### config.mk
export PLATFORM = sky130hd
export DESIGN_NAME = sag_guard
export DESIGN_NICKNAME = d
export VERILOG_FILES = /design/src/sag_pkg.sv /design/src/sag_sfr_if.sv /design/src/sag_decode.sv /design/src/sag_guard.sv
export SDC_FILE = /design/constraint.sdc
export NUM_CORES = 1
export LEC_CHECK = 0
export ABC_AREA = 1
export BUFFER_PORTS_ARGS = -buffer_cell sky130_fd_sc_hd__buf_2
export CORE_UTILIZATION = 40
export DETAILED_ROUTE_END_ITERATION = 7
export GPL_TIMING_DRIVEN = 0
export PLACE_DENSITY = 0.84
export SYNTH_ARGS = -nofsm -noshare
export SYNTH_HDL_FRONTEND = slang
export SYNTH_HIERARCHICAL = 1
export SYNTH_SLANG_ARGS = --single-unit
### constraint.sdc
create_clock -name clk_i -period 2.6 [get_ports clk_i]
set_clock_uncertainty 0.05 [all_clocks]
set_input_delay 0.52 -clock clk_i [delete_from_list [all_inputs] [get_ports clk_i]]
set_output_delay 0.52 -clock clk_i [all_outputs]
set_load 0.05 [all_outputs]
### src/sag_pkg.sv
// package: constants for the sfr access and write guard block
package sag_pkg;
    // wishbone byte addresses of the block's registers
    localparam logic [7:0] SYSCON_ADDR = 8'h00;
    localparam logic [7:0] GUARD_ADDR = 8'h04;
    localparam logic [7:0] PORT_PAGE_ADDR = 8'h08;
    localparam logic [7:0] MODULE_PAGE_REGISTER_ADDR = 8'h0C;
    localparam logic [7:0] PROT_ADDR = 8'h10;
    // system control register fields
    localparam int AREA_SEL_BIT = 0;
    localparam logic [7:0] SYSCON_RESET = 8'h04;
    localparam logic [7:0] SYSCON_ONES = 8'h04;
    // guard register fields
    localparam int MODE_LSB = 0;
    localparam int LOCKED_BIT = 2;
    localparam int KEY_LSB = 3;
    localparam logic [1:0] MODE_RESET = 2'h3;
    localparam logic [1:0] MODE_OFF = 2'h0;
    localparam logic [4:0] KEY_MODE = 5'h18;
    localparam logic [4:0] KEY_OPEN = 5'h13;
    localparam logic [4:0] KEY_CLOSE = 5'h15;
    // port page, module page and protected control registers
    localparam logic [7:0] PORT_PAGE_ADDR_SFR = 8'hB2;
    localparam logic [7:0] PORT_PAGE_RESET = 8'h00;
    localparam logic [7:0] MODULE_PAGE_REGISTER_RESET = 8'h00;
    localparam logic [7:0] PROT_RESET = 8'h00;
    localparam logic [2:0] PAGE_MASK = 3'h7;
endpackage

### src/sag_sfr_if.sv
// interface: decoded cpu sfr access between guard core and decoder
`timescale 1ns/1ns
interface sag_sfr_if;
    logic [7:0] sfr_addr;
    logic area_sel;
    logic [2:0] page;
    logic std_hit;
    logic map_hit;
    logic [10:0] ext_addr;
    logic port_page_hit;
    modport core (output sfr_addr, area_sel, page, input std_hit, map_hit, ext_addr,
        port_page_hit);
    modport dec (input sfr_addr, area_sel, page, output std_hit, map_hit, ext_addr,
        port_page_hit);
endinterface

### src/sag_decode.sv
// module: sfr area and page address decoder
`timescale 1ns/1ns
module sag_decode (
    // decoded access
    sag_sfr_if.dec sfr
);
    import sag_pkg::*;

    // area select steers every access into one of two areas
    assign sfr.std_hit = !sfr.area_sel;
    assign sfr.map_hit = sfr.area_sel;
    // extended address comes from the page field, never the instruction
    assign sfr.ext_addr = {sfr.page, sfr.sfr_addr};
    assign sfr.port_page_hit = !sfr.area_sel && (sfr.sfr_addr == PORT_PAGE_ADDR_SFR);
endmodule // sag_decode

### src/sag_guard.sv
// module: sfr access control with password write guard, wishbone slave
`timescale 1ns/1ns
module sag_guard (
    // clock and reset
    input wire logic clk_i,
    input wire logic rst_i,
    // wishbone classic slave
    input wire logic cyc_i,
    input wire logic stb_i,
    input wire logic we_i,
    input wire logic [7:0] adr_i,
    input wire logic [3:0] sel_i,
    input wire logic [31:0] dat_i,
    output logic [31:0] dat_o,
    output logic ack_o,
    output logic err_o,
    // cpu sfr address probe
    input wire logic [7:0] sfr_addr_i,
    // status and control to the rest of the chip
    output logic sfr_area_select_o,
    output logic std_hit_o,
    output logic map_hit_o,
    output logic [10:0] ext_addr_o,
    output logic port_page_hit_o,
    output logic [2:0] port_page_o,
    output logic [7:0] protected_ctrl_o,
    output logic locked_o
);
    import sag_pkg::*;

    sag_sfr_if sfr ();

    logic area_sel;
    logic [1:0] mode;
    logic mode_armed;
    logic locked;
    logic [7:0] port_page;
    logic [7:0] module_page_register;
    logic [7:0] prot;
    logic req;
    logic wr;
    logic mapped;
    logic [7:0] wbyte;
    logic [4:0] key;
    logic guard_on;
    logic [31:0] next_dat;

    assign req = cyc_i && stb_i && !ack_o && !err_o;
    assign mapped = (adr_i == SYSCON_ADDR) || (adr_i == GUARD_ADDR) ||
        (adr_i == PORT_PAGE_ADDR) || (adr_i == MODULE_PAGE_REGISTER_ADDR) || (adr_i == PROT_ADDR);
    assign wr = req && we_i && mapped && sel_i[0];
    assign wbyte = dat_i[7:0];
    assign key = wbyte[7:KEY_LSB];
    // every nonzero mode keeps the scheme on
    assign guard_on = (mode != MODE_OFF);

    // single-cycle answer; unmapped addresses get err
    always_ff @(posedge clk_i) begin
        if (rst_i) begin
            ack_o <= 1'b0;
            err_o <= 1'b0;
        end else begin
            ack_o <= req && mapped;
            err_o <= req && !mapped;
        end
    end

    always_ff @(posedge clk_i) begin
        if (rst_i) begin
            area_sel <= SYSCON_RESET[AREA_SEL_BIT];
        end else if (wr && adr_i == SYSCON_ADDR) begin
            // only the area bit is stored; reserved bits are constant
            area_sel <= wbyte[AREA_SEL_BIT];
        end
    end

    // guard key handling: three patterns, and the write after the arming key loads the mode; everything else ignored
    always_ff @(posedge clk_i) begin
        if (rst_i) begin
            mode <= MODE_RESET;
            mode_armed <= 1'b0;
            locked <= 1'b1;
        end else if (wr && adr_i == GUARD_ADDR) begin
            // mode bits only land on the write after the arming key
            if (mode_armed) begin
                mode <= wbyte[MODE_LSB +: 2];
                mode_armed <= 1'b0;
            end else if (key == KEY_MODE) begin
                mode_armed <= 1'b1;
            end else if (key == KEY_OPEN && guard_on) begin
                locked <= 1'b0;
            end else if (key == KEY_CLOSE) begin
                locked <= 1'b1;
            end
        end
    end

    always_ff @(posedge clk_i) begin
        if (rst_i) begin
            port_page <= PORT_PAGE_RESET;
        end else if (wr && adr_i == PORT_PAGE_ADDR) begin
            port_page <= {5'h00, wbyte[2:0] & PAGE_MASK};
        end
    end

    always_ff @(posedge clk_i) begin
        if (rst_i) begin
            module_page_register <= MODULE_PAGE_REGISTER_RESET;
        end else if (wr && adr_i == MODULE_PAGE_REGISTER_ADDR) begin
            module_page_register <= {5'h00, wbyte[2:0] & PAGE_MASK};
        end
    end

    // protected control bits: writable only while the guard is open or off
    always_ff @(posedge clk_i) begin
        if (rst_i) begin
            prot <= PROT_RESET;
        end else if (wr && adr_i == PROT_ADDR && (!guard_on || !locked)) begin
            prot <= wbyte;
        end
    end

    // read mux; key field is write-only and reads zero
    always_comb begin
        next_dat = 32'h0000_0000;
        unique case (adr_i)
            SYSCON_ADDR: next_dat[7:0] = SYSCON_ONES | {7'h00, area_sel};
            // with the scheme off software may write everything, so the flag reads zero
            GUARD_ADDR: next_dat[7:0] = {5'h00, locked && guard_on, mode};
            PORT_PAGE_ADDR: next_dat[7:0] = port_page;
            MODULE_PAGE_REGISTER_ADDR: next_dat[7:0] = module_page_register;
            PROT_ADDR: next_dat[7:0] = prot;
            default: next_dat = 32'h0000_0000;
        endcase
    end

    always_ff @(posedge clk_i) begin
        if (rst_i) begin
            dat_o <= 32'h0000_0000;
        end else if (req && !we_i) begin
            dat_o <= next_dat;
        end
    end

    // port page register hits in the standard area use page 0; every other access pages from the module page register
    assign sfr.sfr_addr = sfr_addr_i;
    assign sfr.area_sel = area_sel;
    assign sfr.page = sfr.port_page_hit ? 3'h0 : module_page_register[2:0];

    sag_decode u_dec (
        .sfr(sfr)
    );

    assign sfr_area_select_o = area_sel;
    assign std_hit_o = sfr.std_hit;
    assign map_hit_o = sfr.map_hit;
    assign ext_addr_o = sfr.ext_addr;
    assign port_page_hit_o = sfr.port_page_hit;
    assign port_page_o = port_page[2:0];
    assign protected_ctrl_o = prot;
    // with the scheme off nothing is blocked
    assign locked_o = locked && guard_on;
endmodule // sag_guard

Word level (Yosys, flattened, before mapping)

Index checks and enable logic that the tools add are counted.

Add/sub/neg operators: 0
Multiply operators: 0
Divide/modulo/power cells: 0
Magnitude comparators: 0
Equality and inequality tests: 8
Shifts and indexed selects: 0
Muxes and demuxes: 6
Bitwise gates (word level): 2
Reduce and logical (&&, ||, !) cells: 35

Operators with widths:

| cell                                                | count |
|---|---|
| case mux 8 bit (5 select lines)                     | 1 |
| logical AND 1 bit                                   | 18 |
| equality test 8 x 4 -> 1 bit, second input constant | 2 |
| equality test 5 bit, second input constant          | 3 |
| equality test 8 x 3 -> 1 bit, second input constant | 1 |
| equality test 8 x 5 -> 1 bit, second input constant | 1 |
| equality test 8 bit, second input constant          | 1 |
| zero test 8 bit                                     | 1 |
| zero test 1 bit                                     | 7 |
| logical OR 1 bit                                    | 5 |
| 2-to-1 mux 1 bit                                    | 4 |
| AND reduction 4 bit                                 | 1 |
| nonzero test 2 bit                                  | 2 |
| 2-to-1 mux 3 bit                                    | 1 |
| NOT 1 bit                                           | 2 |
| AND reduction 2 bit                                 | 1 |

Register bits: 29
Bits in latches: 0
RAM bits: 0
Bits in read-only memories: 0
Input port bits: 57
Output and inout bits: 61
Word-level logic and storage cells: 61
Memories: 0

Longest topological paths before layout

Depth in word-level cells: 9
Depth in mapped cells: 11
Depth with buffers taken out: 11

Cells and area by module

Netlist, hierarchy kept.

By module, submodules not included:

| module     | instances | cells each | area an instance (um^2) | seq. area each (um^2) |
|---|---|---|---|---|
| sag_guard  | 1         | 249        | 1730.4                  | 580.6 |
| sag_decode | 1         | 21         | 133.9                   | 0.0 |

Worst setup path before layout

Ideal clock, no wire load.

Kind: register -> output
Start: register area_sel, in the netlist sfr_area_select_o
End: output port ext_addr_o[10]
Arrival: 1.802 ns
Data required time: 2.030 ns
Slack: 0.228 ns
Stages on the path, launching flop included: 6
Buffers on the path: 1
Cell sequence: dfxtp_1 nor2_1 nand3_1 nor2_1 nor2_1 buf_4

Longest elaborated chain between the ends: 3

RTL lines:

| element                  | RTL line         | source |
|---|---|---|
| start: declaration       | sag_guard.sv:33  | `logic area_sel;` |
| start signal: assignment | sag_guard.sv:70  | `area_sel <= SYSCON_RESET[AREA_SEL_BIT];` |
| start signal: assignment | sag_guard.sv:73  | `area_sel <= wbyte[AREA_SEL_BIT];` |
| zero test 1 bit          | sag_decode.sv:14 | `assign sfr.port_page_hit = !sfr.area_sel && (sfr.sfr_addr == PORT_PAGE_ADDR_SFR);` |
| logical AND 1 bit        | sag_decode.sv:14 |  |
| net port_page_hit_o      | sag_guard.sv:24  | `output logic port_page_hit_o,` |
| 2-to-1 mux 3 bit         | sag_guard.sv:148 | `assign sfr.page = sfr.port_page_hit ? 3'h0 : module_page_register[2:0];` |
| end: declaration         | sag_guard.sv:23  | `output logic [10:0] ext_addr_o,` |

The timed path passes the listed nets, and every way through them passes these cells.

Worst setup path after layout

Start: register area_sel, in the netlist sfr_area_select_o
End: output port ext_addr_o[8]

Longest elaborated chain between the ends: 3

RTL lines:

| element           | RTL line |
|---|---|
| zero test 1 bit   | sag_decode.sv:14 |
| logical AND 1 bit | sag_decode.sv:14 |
| 2-to-1 mux 3 bit  | sag_guard.sv:148 |

Every way passes these cells.

==> summary.md <==
| Metric | Value |
|---|---|
| Syn Area/Cell | `6.90 sq um` |
| Worst Setup Path Type | `flip-flop to output port` |
| Total negative slack | `0 ns` |
| Final setup fails | `0` |
| Chip height | `70.3 microns` |
| Synth unique cells | `29` |
| # H-tree levels | `2` |
| Post-DRT Antenna Nets | `0` |
| Post-synth top area share | `0.311` |
| PwrDens | `455 nW/um^2` |
| Clock root cell | `clkbuf_8` |
| PnR worst setup slack | `0.598 ns` |
| Critical path endpoint category | `output port` |
| Synthesized area | `1860 sq um` |
| Cell count after synthesis | `270` |
| # resized after CTS | `0` |
| Wire length of the first global-routing pass | `6980 microns` |
| NumNets Final | `423` |
| Clock buffer depth | `2` |
| RSZ-0062 raised after global routing | `no` |
| Synth area leaders | `dfxtp_1, buf_4, nand2_1, inv_1, nand3_1` |
| Max Cap Viol | `0` |
| Io pins | `118` |
| Critical path startpoint | `sfr_area_select_o` |
| Total gr overflow | `0` |
| Clock power frac | `0.365` |
| Antenna violations before repair | `0` |
| Wirelength per Cell | `9.96 microns` |
| Net Sw Frac | `0.316` |
| Largest net degree at the start of global routing | `11` |
| Post-CTS Setup Repair Bufs | `0` |
| Final instance area | `2450 sq um` |
| Die area | `4940 sq um` |
| VDD IR max | `0.410 mV` |
| Req. time, crit path | `2.03 ns` |
| Sink Count | `29` |
| Combinational Power Share | `0.229` |
| All-layer global routing usage | `0.176` |
| First-pass detailed-route iteration total | `4` |
| Initial DRC count | `85` |
| Critical Path Source Type | `flip-flop` |
| Net Sw Power | `352 uW` |
| Post-synth top cells | `nand2_1, buf_4, inv_1` |
| Vias | `1886` |
| Share of layout cells above drive strength 1 | `0.387` |
| Sequential Power Share | `0.406` |
| Leakage power | `1.35 nW` |
| Max Fclk | `499 MHz` |
| Vias per Instance | `4.50` |
| Diodes inserted | `0` |
| Cts hold-fix bufs | `0` |
| CTS tree | `yes` |
| Synth warn | `6` |
| IO Port Bufs | `66` |
| GP Congestion | `0.834` |
| DRC viols | `0` |
| Post-DP Area | `2350 sq um` |
| Hold/Removal Path Class | `flip-flop to flip-flop` |
| Crit Path Max Fanout | `6` |
| Top_reg_cell synth | `dfxtp_1` |
| Final period utilization | `0.770` |
| Final Hold Vio Count | `0` |
| Status | `finished, final reports clean` |
| Data arrival time of the critical path | `1.43 ns` |
| Worst r2r src | `err_o` |
| Place WS | `0.607 ns` |
| Core area | `4410 sq um` |
| Clock Latency Late Sink | `0.28 ns` |
| Final WL | `4170 microns` |
| CTS Buf Count | `5` |
| Initial Util | `0.422` |
| Vias in the first global route | `1642` |
| Pins Over Slew Limit | `0` |
| Area growth, synth to finish | `31.3%` |
| HPWL after DPL | `3460 microns` |
| Register area share after synthesis | `0.311` |
| Die Width | `70.3 microns` |
| Post-synth EDFFs | `0` |
| Core Rows | `24` |
| #FFs+latches synth | `29` |
| Final min period | `2.00 ns` |
| HP Start | `dat_o[2]` |
| Top-count cell post-synth | `nand2_1` |
| Synth area leader | `dfxtp_1` |
| P_int | `761 uW` |
| Worst-path clk slew | `0.06 ns` |
| Ys async rst share | `0` |
==> worst max-delay path, cell delays in order (launching register included) <==
cell,delay (ns)
dfxtp_1,0.36
nor2_1,0.11
nand3_1,0.08
nor2_1,0.19
nor2_1,0.08
buf_4,0.13
buf_2,0.20
==> state kept, by name (all words and copies together), names as in the netlist <==
signal and flops:
mode_armed 1, locked 1, mode 2, dat_o 8, ack_o 1, sfr_area_select_o 1
err_o 1, module_page_register 3, protected_ctrl_o 8, port_page 3
==> layout by cell type (no fill, tap or decap), types with 3 or more instances in the layout <==
master     n
buf_2     66
o21ai_0    8
inv_2      8
inv_1     34
nand2_2    3
nand3_1   23
a21oi_1   19
clkbuf_8   7
nand4_1    4
dfxtp_1   29
nand2_1   50
nor2_1    20
nand2_4    3
nor2_4     6
conb_1    24
buf_4     36
nor2_2     8
==> worst paths after layout <==
kind,endpoint,slack (ns),cells after the start
setup reg to reg,dat_o[0],1.20,5
hold / removal,dat_o[2],0.41,2
setup / recovery,ext_addr_o[8],0.60,6
hold reg to reg,dat_o[2],0.41,2
==> cells by family (layout without fill, tap and decap cells) <==
| kind of cell | count (synthesis) | in the layout | share of synthesized area |
|---|---|---|---|
| buffers and inverters | 81 | 155 | 0.240 |
| other | 1 | 24 | 0.00201 |
| AND/OR/NAND/NOR | 126 | 126 | 0.348 |
| AO/OA/AOI/OAI | 33 | 33 | 0.0993 |
| flip-flops | 29 | 29 | 0.311 |
==> power groups by stage <==
stage / logic (mW) / registers, mW / clock network [mW]
CTS: 0.255 / 0.452 / 0.412
global route: 0.272 / 0.452 / 0.439
detailed placement: 0.254 / 0.462 / 0
finish: 0.255 / 0.452 / 0.406
global placement: 0.252 / 0.462 / 0
floorplan: 0.186 / 0.480 / 0
==> metrics by stage <==
stage	std cells	power, mW	utilization	hold WS (ns)
finish	419	1.11	0.554	0.413
global route	419	1.16	0.554	0.408
CTS	419	1.12	0.554	0.413
detailed placement	411	0.716	0.531	0.406
global placement	411	0.713	0.531	0.399
floorplan	293	0.665	-	0.385
==> per-layer routing <==
| metal | share of wire | vias up | global-route usage |
|---|---|---|---|
| met2 | 0.50 | 70 | 0.315 |
| met1 | 0.42 | 829 | 0.196 |
| met5 | 0 | - | 0 |
| met4 | 0.0072 | 0 | 0.0467 |
| li1 | - | 982 | - |
| met3 | 0.075 | 5 | 0.0620 |
==> final cells by class <==
type | count | area, sq um
Clock inverter | 1 | 5.00
Fill cell | 430 | 1970
Buffer | 39 | 289
Inverter | 42 | 158
Timing Repair Buffer | 66 | 330
Sequential cell | 29 | 581
Tap cell | 52 | 65.1
Clock buffer | 7 | 96.3
Multi-Input combinational cell | 183 | 923
Note: power is estimated with default switching activity, not from simulation.
